<file path="src/verilog/pic_pkg.sv">
/*
  Constants and types for the serial command port of the power manager.
  Assumes a 25 MHz core clock and a two-wire bus with external pull-ups.
*/

package pic_pkg;

  // bus addressing
  localparam logic [6:0] DEV_ADDR    = 7'h09;
  localparam logic [7:0] WR_ADDR     = {DEV_ADDR, 1'b0};
  localparam logic [7:0] RD_ADDR     = {DEV_ADDR, 1'b1};
  localparam logic [3:0] BYTE_BITS   = 4'h8;
  localparam logic [2:0] LAST_TX_BIT = 3'h7;
  localparam int         NUM_CMD     = 4;

  // timing
  localparam int CLK_KHZ     = 25000;
  localparam int SCL_MAX_KHZ = 400;
  localparam int GLITCH_NS   = 50;
  localparam int GLITCH_CYC  = (GLITCH_NS * CLK_KHZ + 999999) / 1000000;
  localparam logic [1:0] FILT_CNT = 2'(GLITCH_CYC);
  // bus clock high phase in core clocks; must beat filter plus sync delay
  localparam int SCL_HIGH_CYC = CLK_KHZ / (SCL_MAX_KHZ * 4);

  // command transfer sequence after stop
  localparam logic [2:0] COMMIT_IDLE  = 3'h0;
  localparam logic [2:0] COMMIT_FIRST = 3'h1;
  localparam logic [2:0] COMMIT_WR0   = 3'h2;
  localparam logic [2:0] COMMIT_LAST  = 3'h5;

  // reset values
  localparam logic [7:0] CMD_RESET = 8'h00;

  typedef enum logic [3:0] {
    ST_IDLE     = 4'h0,
    ST_ADDR     = 4'h1,
    ST_WADR_ACK = 4'h2,
    ST_SUB      = 4'h3,
    ST_SUB_ACK  = 4'h4,
    ST_DATA     = 4'h5,
    ST_DATA_ACK = 4'h6,
    ST_RADR_ACK = 4'h7,
    ST_RD_BYTE  = 4'h8,
    ST_RD_ACK   = 4'h9,
    ST_IGNORE   = 4'hA
  } pic_state_e;

endpackage

</file>
<file path="src/verilog/pic_hold_mem.sv">
/*
  Holding store for written command bytes, one per sub-address.
  Assumes a single clock; read data appear one cycle after the address.
*/
`timescale 1ns/1ps
`default_nettype none

module pic_hold_mem (
  // clock
  input  wire logic       clk,
  // write port
  input  wire logic       wr_en,
  input  wire logic [1:0] wr_addr,
  input  wire logic [7:0] wr_data,
  // read port
  input  wire logic [1:0] rd_addr,
  output logic      [7:0] rd_data
);

  logic [7:0] mem [0:3];

  // no reset: a pending flag elsewhere says which entries are valid
  always_ff @(posedge clk) begin
    if (wr_en) begin
      mem[wr_addr] <= wr_data;
    end
    rd_data <= mem[rd_addr];
  end

endmodule // pic_hold_mem

`default_nettype wire

</file>
<file path="src/verilog/pic_i2c_port.sv">
/*
  Two-wire slave command port: four command bytes written through a
  sub-address, one status byte read back, commands applied at stop.
  Assumes bus pins sampled on the 25 MHz core clock, open-drain data
  resolved outside, and supply and power-down levels from analog logic.
*/
`timescale 1ns/1ps
`default_nettype none

module pic_i2c_port (
  // clock and reset
  input  wire logic       clk,
  input  wire logic       rst_n,
  // bus pins
  input  wire logic       scl_in,
  input  wire logic       sda_in,
  output logic            sda_out,
  output logic            sda_oe_n,
  // supply and power state
  input  wire logic       port_logic_supply_ok,
  input  wire logic       power_down_state_one,
  input  wire logic       power_down_state_two,
  // status and commands
  input  wire logic [7:0] status_byte,
  output logic      [7:0] cmd_byte_0,
  output logic      [7:0] cmd_byte_1,
  output logic      [7:0] cmd_byte_2,
  output logic      [7:0] cmd_byte_3
);

  typedef struct packed {
    logic [1:0]            scl_sy;   // [0] first flop, [1] second
    logic [1:0]            sda_sy;
    logic [1:0]            sup_sy;
    logic [1:0]            pd1_sy;
    logic [1:0]            pd2_sy;
    logic                  scl_f;
    logic                  sda_f;
    logic [1:0]            scl_cnt;
    logic [1:0]            sda_cnt;
    pic_pkg::pic_state_e   state;
    logic [3:0]            bits;
    logic [7:0]            rx;
    logic [7:0]            tx;
    logic [1:0]            sub;
    logic [3:0]            pend;
    logic [2:0]            ccnt;
    logic [3:0][7:0]       cmd;
    logic                  oe_n;
    logic                  out;
  } pic_port_s;

  logic       rst_m_reg;
  logic       rst_int_n;
  pic_port_s  q_reg;
  pic_port_s  q_next;
  logic       scl_rise, scl_fall, start_ev, stop_ev;
  logic       clr_all, clr_cmd;
  logic       mem_we;
  logic [7:0] mem_rd;
  logic [1:0] cidx;

  // reset release through two flops
  always_ff @(posedge clk or negedge rst_n) begin
    if (!rst_n) begin
      rst_m_reg <= 1'b0;
      rst_int_n <= 1'b0;
    end else begin
      rst_m_reg <= 1'b1;
      rst_int_n <= rst_m_reg;
    end
  end

  // bus events from filtered lines only
  assign scl_rise = q_next.scl_f & ~q_reg.scl_f;
  assign scl_fall = ~q_next.scl_f & q_reg.scl_f;
  assign start_ev = q_reg.scl_f & q_next.scl_f & q_reg.sda_f
                    & ~q_next.sda_f;
  assign stop_ev  = q_reg.scl_f & q_next.scl_f & ~q_reg.sda_f
                    & q_next.sda_f;
  assign clr_all  = ~q_reg.sup_sy[1];
  assign clr_cmd  = clr_all | q_reg.pd1_sy[1] | q_reg.pd2_sy[1];
  assign mem_we   = scl_fall & (q_reg.state == pic_pkg::ST_DATA)
                    & (q_reg.bits == pic_pkg::BYTE_BITS) & ~clr_cmd;
  assign cidx     = 2'(q_reg.ccnt - pic_pkg::COMMIT_WR0);

  pic_hold_mem u_hold (
    .clk     (clk),
    .wr_en   (mem_we),
    .wr_addr (q_reg.sub),
    .wr_data (q_reg.rx),
    .rd_addr (2'(q_reg.ccnt - pic_pkg::COMMIT_FIRST)),
    .rd_data (mem_rd)
  );

  // next state: sync, filter, byte engine, commit of held data
  always_comb begin
    q_next = q_reg;
    q_next.scl_sy = {q_reg.scl_sy[0], scl_in};
    q_next.sda_sy = {q_reg.sda_sy[0], sda_in};
    q_next.sup_sy = {q_reg.sup_sy[0], port_logic_supply_ok};
    q_next.pd1_sy = {q_reg.pd1_sy[0], power_down_state_one};
    q_next.pd2_sy = {q_reg.pd2_sy[0], power_down_state_two};
    // a level must hold FILT_CNT+1 samples; fits a 400 kHz clock
    if (q_reg.scl_sy[1] == q_reg.scl_f) begin
      q_next.scl_cnt = 2'h0;
    end else if (q_reg.scl_cnt == pic_pkg::FILT_CNT) begin
      q_next.scl_f   = q_reg.scl_sy[1];
      q_next.scl_cnt = 2'h0;
    end else begin
      q_next.scl_cnt = q_reg.scl_cnt + 2'h1;
    end
    if (q_reg.sda_sy[1] == q_reg.sda_f) begin
      q_next.sda_cnt = 2'h0;
    end else if (q_reg.sda_cnt == pic_pkg::FILT_CNT) begin
      q_next.sda_f   = q_reg.sda_sy[1];
      q_next.sda_cnt = 2'h0;
    end else begin
      q_next.sda_cnt = q_reg.sda_cnt + 2'h1;
    end

    // byte engine; drive changes only at clock fall to avoid fake start
    if (start_ev) begin
      q_next.state = pic_pkg::ST_ADDR;
      q_next.bits  = 4'h0;
      q_next.oe_n  = 1'b1;
    end else if (stop_ev) begin
      q_next.state = pic_pkg::ST_IDLE;
      q_next.oe_n  = 1'b1;
      if (q_reg.pend != 4'h0) begin
        q_next.ccnt = pic_pkg::COMMIT_FIRST;
      end
    end else if (scl_rise) begin
      case (q_reg.state)
        pic_pkg::ST_ADDR, pic_pkg::ST_SUB, pic_pkg::ST_DATA: begin
          q_next.rx   = {q_reg.rx[6:0], q_reg.sda_f};
          q_next.bits = q_reg.bits + 4'h1;
        end
        default: ;
      endcase
    end else if (scl_fall) begin
      case (q_reg.state)
        pic_pkg::ST_ADDR: begin
          if (q_reg.bits == pic_pkg::BYTE_BITS) begin
            if (q_reg.rx == pic_pkg::WR_ADDR) begin
              q_next.state = pic_pkg::ST_WADR_ACK;
              q_next.oe_n  = 1'b0;
            end else if (q_reg.rx == pic_pkg::RD_ADDR) begin
              q_next.state = pic_pkg::ST_RADR_ACK;
              q_next.oe_n  = 1'b0;
            end else begin
              q_next.state = pic_pkg::ST_IGNORE;
            end
          end
        end
        pic_pkg::ST_SUB: begin
          if (q_reg.bits == pic_pkg::BYTE_BITS) begin
            q_next.state = pic_pkg::ST_SUB_ACK;
            q_next.sub   = q_reg.rx[1:0];
            q_next.oe_n  = 1'b0;
          end
        end
        pic_pkg::ST_DATA: begin
          if (q_reg.bits == pic_pkg::BYTE_BITS) begin
            q_next.state = pic_pkg::ST_DATA_ACK;
            q_next.oe_n  = 1'b0;
          end
        end
        pic_pkg::ST_WADR_ACK: begin
          q_next.state = pic_pkg::ST_SUB;
          q_next.bits  = 4'h0;
          q_next.oe_n  = 1'b1;
        end
        pic_pkg::ST_SUB_ACK: begin
          q_next.state = pic_pkg::ST_DATA;
          q_next.bits  = 4'h0;
          q_next.oe_n  = 1'b1;
        end
        pic_pkg::ST_DATA_ACK: begin
          // a fourth byte is outside the three-byte cycle
          q_next.state = pic_pkg::ST_IGNORE;
          q_next.oe_n  = 1'b1;
        end
        pic_pkg::ST_RADR_ACK: begin
          q_next.state = pic_pkg::ST_RD_BYTE;
          q_next.tx    = status_byte;
          q_next.bits  = 4'h0;
          q_next.oe_n  = status_byte[7];
        end
        pic_pkg::ST_RD_BYTE: begin
          if (q_reg.bits[2:0] == pic_pkg::LAST_TX_BIT) begin
            q_next.state = pic_pkg::ST_RD_ACK;
            q_next.oe_n  = 1'b1;
          end else begin
            q_next.tx   = {q_reg.tx[6:0], 1'b0};
            q_next.bits = q_reg.bits + 4'h1;
            q_next.oe_n = q_reg.tx[6];
          end
        end
        pic_pkg::ST_RD_ACK: begin
          // master answer is not looked at
          q_next.state = pic_pkg::ST_IGNORE;
        end
        default: ;
      endcase
    end

    // commit held bytes to the command latches, one per cycle
    if (q_reg.ccnt != pic_pkg::COMMIT_IDLE) begin
      if (q_reg.ccnt >= pic_pkg::COMMIT_WR0 && q_reg.pend[cidx]) begin
        q_next.cmd[cidx]  = mem_rd;
        q_next.pend[cidx] = 1'b0;
      end
      q_next.ccnt = (q_reg.ccnt == pic_pkg::COMMIT_LAST)
                    ? pic_pkg::COMMIT_IDLE : q_reg.ccnt + 3'h1;
    end
    // new data wins over the clear of its pending flag
    if (mem_we) begin
      q_next.pend[q_reg.sub] = 1'b1;
    end
    if (clr_cmd) begin
      q_next.cmd  = {pic_pkg::NUM_CMD{pic_pkg::CMD_RESET}};
      q_next.pend = 4'h0;
      q_next.ccnt = pic_pkg::COMMIT_IDLE;
    end
    if (clr_all) begin
      q_next.state = pic_pkg::ST_IDLE;
      q_next.oe_n  = 1'b1;
      q_next.bits  = 4'h0;
    end
    q_next.out = 1'b0;
  end

  // state register; filters idle high like the pulled-up bus
  always_ff @(posedge clk or negedge rst_int_n) begin
    if (!rst_int_n) begin
      q_reg        <= '0;
      q_reg.scl_sy <= 2'h3;
      q_reg.sda_sy <= 2'h3;
      q_reg.scl_f  <= 1'b1;
      q_reg.sda_f  <= 1'b1;
      q_reg.state  <= pic_pkg::ST_IDLE;
      q_reg.oe_n   <= 1'b1;
    end else begin
      q_reg <= q_next;
    end
  end

  assign sda_out    = q_reg.out;
  assign sda_oe_n   = q_reg.oe_n;
  assign cmd_byte_0 = q_reg.cmd[0];
  assign cmd_byte_1 = q_reg.cmd[1];
  assign cmd_byte_2 = q_reg.cmd[2];
  assign cmd_byte_3 = q_reg.cmd[3];
endmodule // pic_i2c_port

`default_nettype wire

</file>
<file path="config.mk">
export PLATFORM = sky130hd
export DESIGN_NAME = pic_i2c_port
export DESIGN_NICKNAME = d
export VERILOG_FILES = /design/src/verilog/pic_pkg.sv /design/src/verilog/pic_hold_mem.sv /design/src/verilog/pic_i2c_port.sv
export SDC_FILE = /design/constraint.sdc
export NUM_CORES = 1
export LEC_CHECK = 0
export ABC_AREA = 1
export BUFFER_PORTS_ARGS = -buffer_cell sky130_fd_sc_hd__buf_2
export CAP_MARGIN = 20
export CORE_MARGIN = 2
export CORE_UTILIZATION = 64
export DETAILED_ROUTE_END_ITERATION = 7
export GPL_TIMING_DRIVEN = 0
export HOLD_SLACK_MARGIN = 0.02
export PLACE_DENSITY_LB_ADDON = 0.05
export SLEW_MARGIN = 20
export SYNTH_ARGS = -nofsm -noshare
export SYNTH_HDL_FRONTEND = slang
export SYNTH_SLANG_ARGS = --single-unit
</file>
<file path="constraint.sdc">
create_clock -name clk -period 5.8 [get_ports clk]
set_clock_uncertainty 0.1 [all_clocks]
set_input_delay 1.16 -clock clk [delete_from_list [all_inputs] [get_ports clk]]
set_output_delay 1.16 -clock clk [all_outputs]
set_load 0.02 [all_outputs]
</file>
## Yosys cells after proc, flatten, opt, wreduce, memory -nomap -nowiden

Memory sizes are Yosys's and may differ from the RTL's. A register that Yosys moved wholly into a read port is not among the register bits.
Cells that the tools add are included.
W data, S select, Z words.

- Divide/modulo/power cells: 0
- Magnitude comparators: 5
- Shift operators: 0
- Multiply operators: 0
- Equality and inequality tests: 35
- Mux-type cells: 63
- $add $sub $neg: 6
- Reductions and logical operators: 23
- Bitwise gates (word level): 24

Operator list:

| cell | number |
|---|---|
| $mux W39 | 2 |
| $mux W4 | 12 |
| $mux W8 | 6 |
| $bwmux W32 | 1 |
| $mux W32 | 1 |
| $pmux W4 S8 | 1 |
| $mux W22 | 1 |
| $mux W10 | 2 |
| $ne A5 B5 Y1 const B | 4 |
| $mux W1 | 19 |
| $reduce_and A6 Y1 | 3 |
| $demux W8 S2 | 1 |
| $eq A4 B3 Y1 const B | 4 |
| $eq A8 B5 Y1 const B | 2 |
| $pmux W8 S2 | 1 |
| $eq A4 B4 Y1 const B | 3 |
| $mux W12 | 1 |
| $mux W2 | 6 |
| $mux W3 | 4 |
| $ne A11 B2 Y1 const B | 1 |
| $and A1 B1 Y1 | 10 |
| $ne A5 B2 Y1 const B | 2 |
| $not A1 Y1 | 9 |
| $reduce_bool A3 Y1 | 3 |
| other kinds (39) | 57 |

- Bits in latches: 0
- Memories kept: 1
- Bits in writable memories: 32
- Bits in read-only memories: 0
- Output and inout bits: 34
- Input bits: 15
- Word-level logic and storage cells: 180
- Register bits after elaboration: 84

Memory list:

| name | words | bits a word | rd ports | clocked after memory_dff | wr ports | RTL line | source |
|---|---|---|---|---|---|---|---|
| u_hold.mem | 4 | 8 | 1 | 1 | 1 | pic_hold_mem.sv:20 | `logic [7:0] mem [0:3];` |

## Longest topological paths before layout

Gate-level depths: netlist (run 1).

- Depth after elaboration: 12
- Mapped depth: 12
- Mapped depth without buffers: 11

## By module

Synthesis (run 1) repeated with hierarchy kept, for this count alone.

- Cells, all modules: 622
- Area total of the unflattened synthesis: 5,656.7 um2

By module, submodules not included:

| module | cells an instance | times used | area each (um2) | sequential area each (um2) |
|---|---|---|---|---|
| pic_i2c_port | 481 | 1 | 4,108.9 | 2,085.8 |
| pic_hold_mem | 141 | 1 | 1,547.7 | 1,121.1 |

## Least setup slack after synthesis (run 1)

No wires, ideal clock.

- Kind: register to register
- From: register q_reg[72] in the netlist's numbering
- To: memory u_hold.mem[1][0] (enable)
- Stages on the path, launching flop included: 5
- Setup slack: 3,806 ps
- Required time: 5,330 ps
- Library setup time: 370 ps
- Period minus slack after synthesis: 1,994 ps
- Path buffers: 0
- Data arrival time: 1,524 ps
- Cell sequence: dfstp_2 > nand4_2 > nor2_1 > nand4_1 > nor2_1

- Word-level cells in the longest chain between the ends: 9
- Elaborated cells on any way between the ends: 10
- Classes of those cells: eq/ne (1); mux (4); bitwise (5)

Ends and longest elaborated chain:

| what | RTL line | source |
|---|---|---|
| start: declaration | pic_i2c_port.sv:55 | `pic_port_s q_reg;` |
| start signal: assignment | pic_i2c_port.sv:245 | `q_reg <= q_next;` |
| $mux W1 / $eq A1 B1 Y1 (equally long branches) | pic_i2c_port.sv:107, pic_i2c_port.sv:105 |  |
| $mux W1 | pic_i2c_port.sv:105 | `if (q_reg.scl_sy[1] == q_reg.scl_f) begin` |
| $not A1 Y1 | pic_i2c_port.sv:76 | `assign scl_fall = ~q_next.scl_f & q_reg.scl_f;` |
| $and A1 B1 Y1 * | pic_i2c_port.sv:76 |  |
| $and A1 B1 Y1 * | pic_i2c_port.sv:83 | `assign mem_we = scl_fall & (q_reg.state == pic_pkg::ST_DATA)` |
| $and A1 B1 Y1 * (2 in series) | pic_i2c_port.sv:84 | `& (q_reg.bits == pic_pkg::BYTE_BITS) & ~clr_cmd;` |
| $mux W1 * | pic_hold_mem.sv:24 | `if (wr_en) begin` |
| $mux W1 (implied by the code) * | pic_hold_mem.sv:25 | `mem[wr_addr] <= wr_data;` |
| end: declaration | pic_hold_mem.sv:20 |  |

Every way passes the cells marked *; elsewhere a longest branch is shown, timed or not.

## Worst setup path after layout (run 1)

- From: register q_reg[34] in the netlist's numbering
- To: register q_reg, in the netlist cmd_byte_0[0]

- Word-level cells in the longest chain between the ends: 9
- Elaborated cells on any way between the ends: 18
- Classes of those cells: add/sub (1); order compare (3); mux (8); reduce/logical (6)

Ends and longest elaborated chain:

| what | RTL line | source |
|---|---|---|
| $sub A2 B2 Y2 | pic_i2c_port.sv:85 | `assign cidx = 2'(q_reg.ccnt - pic_pkg::COMMIT_WR0);` |
| $lt A2 B3 Y1 (implied by the code) / $ge A2 B1 Y1 (equally long branches) | pic_i2c_port.sv:211 | `q_next.cmd[cidx] = mem_rd;` |
| $logic_and A1 B1 Y1 (implied by the code) | pic_i2c_port.sv:211 |  |
| $mux W8 (implied by the code) | pic_i2c_port.sv:211 |  |
| $demux W8 S2 | pic_i2c_port.sv:211 |  |
| $bwmux W32 | pic_i2c_port.sv:211 |  |
| $mux W32 | pic_i2c_port.sv:210 | `if (q_reg.ccnt >= pic_pkg::COMMIT_WR0 && q_reg.pend[cidx]) begin` |
| $mux W39 | pic_i2c_port.sv:209 | `if (q_reg.ccnt != pic_pkg::COMMIT_IDLE) begin` |
| $mux W39 | pic_i2c_port.sv:221 | `if (clr_cmd) begin` |

Parallel ways exist; a longest one is shown, timed or not. The select of a mux whose other input is x is not followed.
A chain may end at the register's enable or synchronous reset.

==> flow_metrics.tcl, run 1 <==
set metrics [dict create \
    ys_seq_area_share_pct 58.26 \
    multi_input_area_um2 1745 \
    status "completed" \
    post-route-util_pct 77.92 \
    worstMarginPinSlew_ns 0.8176 \
    power.internal_w 0.001485 \
    ys_async_sr_fraction_pct 67.48 \
    peakVddDrop_mv 0.2271 \
    setup_viol 0 \
    cts.sinks 123 \
    clkPwrFrac_pct 47.0 \
    wl_met2_um 5650 \
    avgViaCountPerCell 5.551 \
    largest_reg_flops 43 \
    post-synth-top-count-cell "nand2_1" \
    ys.flop_type "dfrtp_1" \
    clock.fmax_ghz 0.3605 \
    switching_share_pct 25.51 \
    grt_max_degree 51 \
    total_power_w 0.001993 \
    rsz0062_at_grt "no" \
    drv_cap 0 \
    place_hpwl_um 7935 \
    ff_latch_area_um2 3211 \
    overflow 0 \
    antennaDiodeCount 0 \
    final_nets 654 \
    initial_core_util_pct 66.65 \
    power_frac_comb_pct 5.5 \
    coreArea_um2 8258 \
    cts_tree "done" \
    ant_nets 0 \
    io_buffers 47 \
    top_layer "met4" \
    criticalPathCategory "reg -> reg" \
    reg2reg_slack_ns 3.03 \
    path_buf_inv 5 \
    cp-end-kind "flip-flop" \
    final.setup.tns_ns 0 \
    synth-warning-count 0 \
    drive_gt1_share_pct 26.51 \
    ys_top_cells_by_area "dfrtp_1 35%, edfxtp_1 17%, nand3_1 6.1%, nand2_1 5.8%, buf_4 4.6%" \
    ys_ff_latch 123 \
    cts_buffers 17 \
    grt_pass1_wl_um 20160 \
    gp_congestion 0.9077 \
    antenna_found_initial 0 \
    io_pins 49 \
    synth_nets 587 \
    fp.dieH_um 96.74 \
    timing.rr.end "cmd_byte_0[0]" \
    grt_use_total_pct 26.82 \
    critPathArrivalTime_ns 3.08 \
    num_vias 4163 \
    min_period_ns 2.774 \
    fillers 572 \
    h-tree-depth 4 \
    ctsResizeCount 0 \
    synth_top_area_share_pct 34.55 \
    power_density_nw_per_um2 309.8 \
    slowest_stage "clkbuf_1" \
    dr_wl_met3_um 773 \
    fp.dieW_um 96.74 \
    r2r-start "q_reg[34]" \
    final_max_slew_viol_count 0 \
    switchingPower_w 0.0005084 \
    drc 0 \
    insertion_delay_ns 0.52 \
    relSlewSlack_pct 45.29 \
    clockBufferDepth 2 \
    synthCells 565 \
    cp_top_family "buffers and inverters" \
    m1WireLength_um 5011 \
    cts_root_buffer "clkbuf_8" \
    synth_top_cell_by_area "dfrtp_1" \
    drt_iter0_drc 297 \
    seqPwrFrac_pct 47.5 \
    synth_common_cells "85 x nand2_1, 76 x dfrtp_1, 67 x nand3_1, 47 x inv_1, 45 x o21ai_0" \
    cts_setup_buffers 0 \
    hp-class "reg -> async" \
    cts.clk_slew.worst_paths_ns 0.06 \
    startpoint "q_reg[34]" \
    wirelength_um 11690 \
    post-route-period-util_pct 47.82 \
    synth.avg_cell_area_um2 9.742 \
    synthDistinctLibCells 39 \
    dieArea_um2 9358 \
    crit_path_cell_trace "inv_1, buf_2, clkbuf_1, ha_1, nand2_1, inv_1, nor2_1, nand2_1, buf_2, nand3_1, o21ai_0" \
    area_growth_pct 16.91 \
    syn-cell-area_um2 5504 \
    critPathRequiredTime_ns 6.10 \
    cts_hold_buf 0 \
    slowest_delay_ns 0.48 \
    path_max_fanout 11 \
    critPathCapture "cmd_byte_0[0]" \
    rows 33 \
    rr_worst_depth 11 \
    cellLeakagePower_nw 3.094 \
    routedWlPerCell_um 15.58 \
    synth_edf_count 32 \
    final_hold_viol_count 0 \
    crit_path_start_kind "flip-flop" \
    grt_pass1_vias 4232 \
    dr.pass1.iters 5 \
    cp.depth 11 \
]
## kinds of logic (layout without fill, tap and decap cells)
group                    after synthesis  in the layout  synth area share, %
flip-flops                           123            123                58.26
buffers and inverters                103            183                10.02
adder cells (fa/ha/maj)                7              7                1.591
AO/OA/AOI/OAI                        103            103                10.64
other                                  2              2               0.1364
AND/OR/NAND/NOR                      224            224                18.87
XOR/XNOR                               3              3               0.4775
## per-stage QoR
step	instances	hold slack, ns	instance area, um^2	setup WS (ns)
floorplan	565	0.2312	5504	3.229
global placement	717	0.2359	5871	2.305
detailed placement	718	0.1974	5902	3.226
CTS	750	0.2033	6435	3.096
global route	750	0.2332	6435	2.936
finish	750	0.1860	6435	3.026
## worst reg2reg max path, delay by kind of cell (launching register included)
| family | cells | cell delay, ns |
|---|---|---|
| AO/OA/AOI/OAI | 1 | 0.14 |
| adder cells (fa/ha/maj) | 1 | 0.29 |
| buffers and inverters | 5 | 1.19 |
| flip-flops | 1 | 0.42 |
| AND/OR/NAND/NOR | 4 | 0.52 |
## layout by cell type (no fill, tap or decap), types with 16 or more instances in the layout
cell / instances
buf_2: 58
buf_4: 34
clkbuf_16: 16
dfrtp_1: 75
edfxtp_1: 32
inv_1: 47
nand2_1: 85
nand3_1: 67
nor2_1: 44
o21ai_0: 45
o21ai_1: 32
## metal layers
metal | track usage [%] | vias up
met5 | 0 | -
met4 | 10.62 | 0
met3 | 5.275 | 29
met2 | 44.55 | 177
met1 | 35.03 | 1965
li1 | - | 1992
## power by group through the flow
stage               clock network, W  registers (W)   logic, W
floorplan                          0       0.000960  0.0000743
global placement                   0       0.000966  0.0000944
detailed placement                 0       0.000963   0.000109
CTS                         0.000943       0.000947   0.000111
global route                0.000982       0.000951   0.000127
finish                      0.000936       0.000947   0.000110
## cell type report
class                      instances  share of cell area (%)
buffer                            50                   5.483
clock buffer                      17                   6.436
clock inverter                    15                   1.847
inverter                          53                   3.092
multi-input combinational        339                   27.12
sequential                       123                   49.89
tap                              105                   2.042
timing repair buffer              48                   4.083
## how the worst min path moves through the flow
stage | start | end | slack (ns) | cells past startpoint
global placement | q_next[78] | q_reg[78] | 0.24 | 0
CTS | rst_int_n | cmd_byte_2[4] | 0.20 | 0
finish | rst_int_n | cmd_byte_2[4] | 0.19 | 0
detailed placement | rst_int_n | cmd_byte_2[4] | 0.20 | 0
global route | rst_int_n | cmd_byte_2[4] | 0.23 | 0
floorplan | q_next[74] | q_reg[74] | 0.23 | 0
Note: power is estimated with default switching activity, not from simulation.
==> run 2: changes to the inputs <==
Settings changed: CORE_UTILIZATION 64 to 59.
Clock period 5.8 ns to 2.9 ns, I/O delays scaled along.
==> flow_metrics.tcl, run 2 (synthesized netlist as in run 1, its figures left out) <==
set metrics [dict create \
    m1WireLength_um 4802 \
    antennaDiodeCount 0 \
    fp.dieH_um 100.6 \
    ctsResizeCount 0 \
    drv_cap 0 \
    most-common-layout-cells "85 x nand2_1, 75 x dfrtp_1, 67 x nand3_1, 58 x buf_2, 47 x inv_1" \
    cts_root_buffer "clkbuf_8" \
    critPathCapture "cmd_byte_0[6]" \
    r2r-start "q_reg[34]" \
    io_pins 49 \
    cts.sinks 123 \
    num_vias 3980 \
    grt_max_degree 44 \
    gp_congestion 0.8623 \
    top_layer "met4" \
    coreArea_um2 9153 \
    status "completed" \
    peakVddDrop_mv 0.4114 \
    cts_tree "done" \
    clkPwrFrac_pct 47.7 \
    drive_gt1_share_pct 26.47 \
    dr.pass1.iters 5 \
    cts_buffers 17 \
    fin_cells 757 \
    drt_iter0_drc 189 \
    dr_wl_met3_um 370 \
    clock.fmax_ghz 0.3771 \
    clockBufferDepth 2 \
    rr_worst_depth 11 \
    cp-end-kind "flip-flop" \
    criticalPathCategory "reg -> reg" \
    insertion_delay_ns 0.52 \
    io_buffers 47 \
    final_hold_viol_count 0 \
    worstMarginPinSlew_ns 0.7597 \
    grt_use_total_pct 23.65 \
    avgViaCountPerCell 5.258 \
    final.setup.tns_ns 0 \
    critPathArrivalTime_ns 2.98 \
    power_frac_comb_pct 5.2 \
    final_max_slew_viol_count 0 \
    cellLeakagePower_nw 3.098 \
    wl_met2_um 5447 \
    routedWlPerCell_um 14.42 \
    min_period_ns 2.652 \
    dieArea_um2 10120 \
    dp_cells 724 \
    final_common_cell "nand2_1" \
    fp.dieW_um 100.6 \
    final_nets 655 \
    wirelength_um 10920 \
    startpoint "q_reg[34]" \
    hp-class "in -> reg" \
    timing.rr.end "cmd_byte_0[6]" \
    preCtsSetupSlack_ns 0.3542 \
    reg2reg_slack_ns 0.25 \
    rsz0062_at_grt "no" \
    post-route-period-util_pct 91.45 \
    crit_path_start_kind "flip-flop" \
    place_hpwl_um 7544 \
    grt_pass1_vias 3884 \
    seqPwrFrac_pct 47.1 \
    path_max_fanout 11 \
    rows 35 \
    overflow 0 \
    drc 0 \
    power_density_nw_per_um2 621.6 \
    relSlewSlack_pct 49.17 \
    switching_share_pct 24.75 \
    area_growth_pct 17.39 \
    switchingPower_w 0.0009942 \
    h-tree-depth 4 \
    largest_reg_flops 43 \
    grt_pass1_wl_um 18290 \
    initial_core_util_pct 60.14 \
    critPathRequiredTime_ns 3.23 \
    total_power_w 0.004016 \
    setup_viol 0 \
    layout_setup_ws_ns 0.2481 \
    antenna_found_initial 0 \
    cts.clk_slew.worst_paths_ns 0.06 \
    ant_nets 0 \
    power.internal_w 0.003022 \
]
run 2: layout make-up:
cell class,count,area (um^2)
flip-flops and latches,123,3211
fillers,665,2691
multi-input cells,339,1745
clock buffers,18,439.2
plain buffers,50,352.8
repair buffers,49,265.3
inverters,53,198.9
well taps,111,138.9
clock inverters,14,110.1
run 2: worst min-delay path by stage:
stage                           from          to  slack, ns  cells after the start
after CTS                     sda_in  q_next[80]       0.04                      1
after global routing          scl_in  q_next[82]       0.04                      1
final                         sda_in  q_next[80]       0.05                      1
after detailed placement   rst_m_reg   rst_int_n       0.24                      0
after global placement    q_next[78]   q_reg[78]       0.24                      0
after floorplan                rst_n   rst_int_n       0.18                      0
run 2: power by group through the flow:
stage / registers (W) / logic, W / clock network [W]
2_1_floorplan: 0.00192 / 0.000148 / 0
3_3_place_gp: 0.00193 / 0.000187 / 0
3_5_place_dp: 0.00193 / 0.000206 / 0
4_1_cts: 0.00189 / 0.000209 / 0.00194
5_1_grt: 0.00190 / 0.000237 / 0.00203
6_report: 0.00189 / 0.000208 / 0.00192
run 2: metrics by stage:
| step | hold WS [ns] | area (um^2) | utilization (%) |
|---|---|---|---|
| floorplan | 0.1844 | 5504 | - |
| global placement | 0.2350 | 5878 | 64.22 |
| detailed placement | 0.2356 | 5902 | 64.48 |
| CTS | 0.03654 | 6461 | 70.59 |
| global route | 0.03762 | 6461 | 70.59 |
| finish | 0.05185 | 6461 | 70.59 |
run 2: repair_timing:
action	CTS	global route
setup buffers	0	0
endpoints found under the setup margin	0	0
hold buffers	1	0
endpoints found under the hold margin	2	0
run 2: metal layers:
layer / track usage, % / up-vias
li1: - / 1998
met5: 0 / -
met3: 4.924 / 21
met4: 12.54 / 0
met2: 38.87 / 96
met1: 29.50 / 1865
run 2: critical path, cell delays in order, from the launching register on:
cell and delay [ns]:
dfrtp_1 0.43, inv_1 0.09, buf_2 0.22, clkbuf_1 0.47, ha_1 0.28, nand2_1 0.13
inv_1 0.12, nor2_1 0.06, nand2_1 0.19, buf_2 0.26, nand3_1 0.09, o21ai_0 0.10
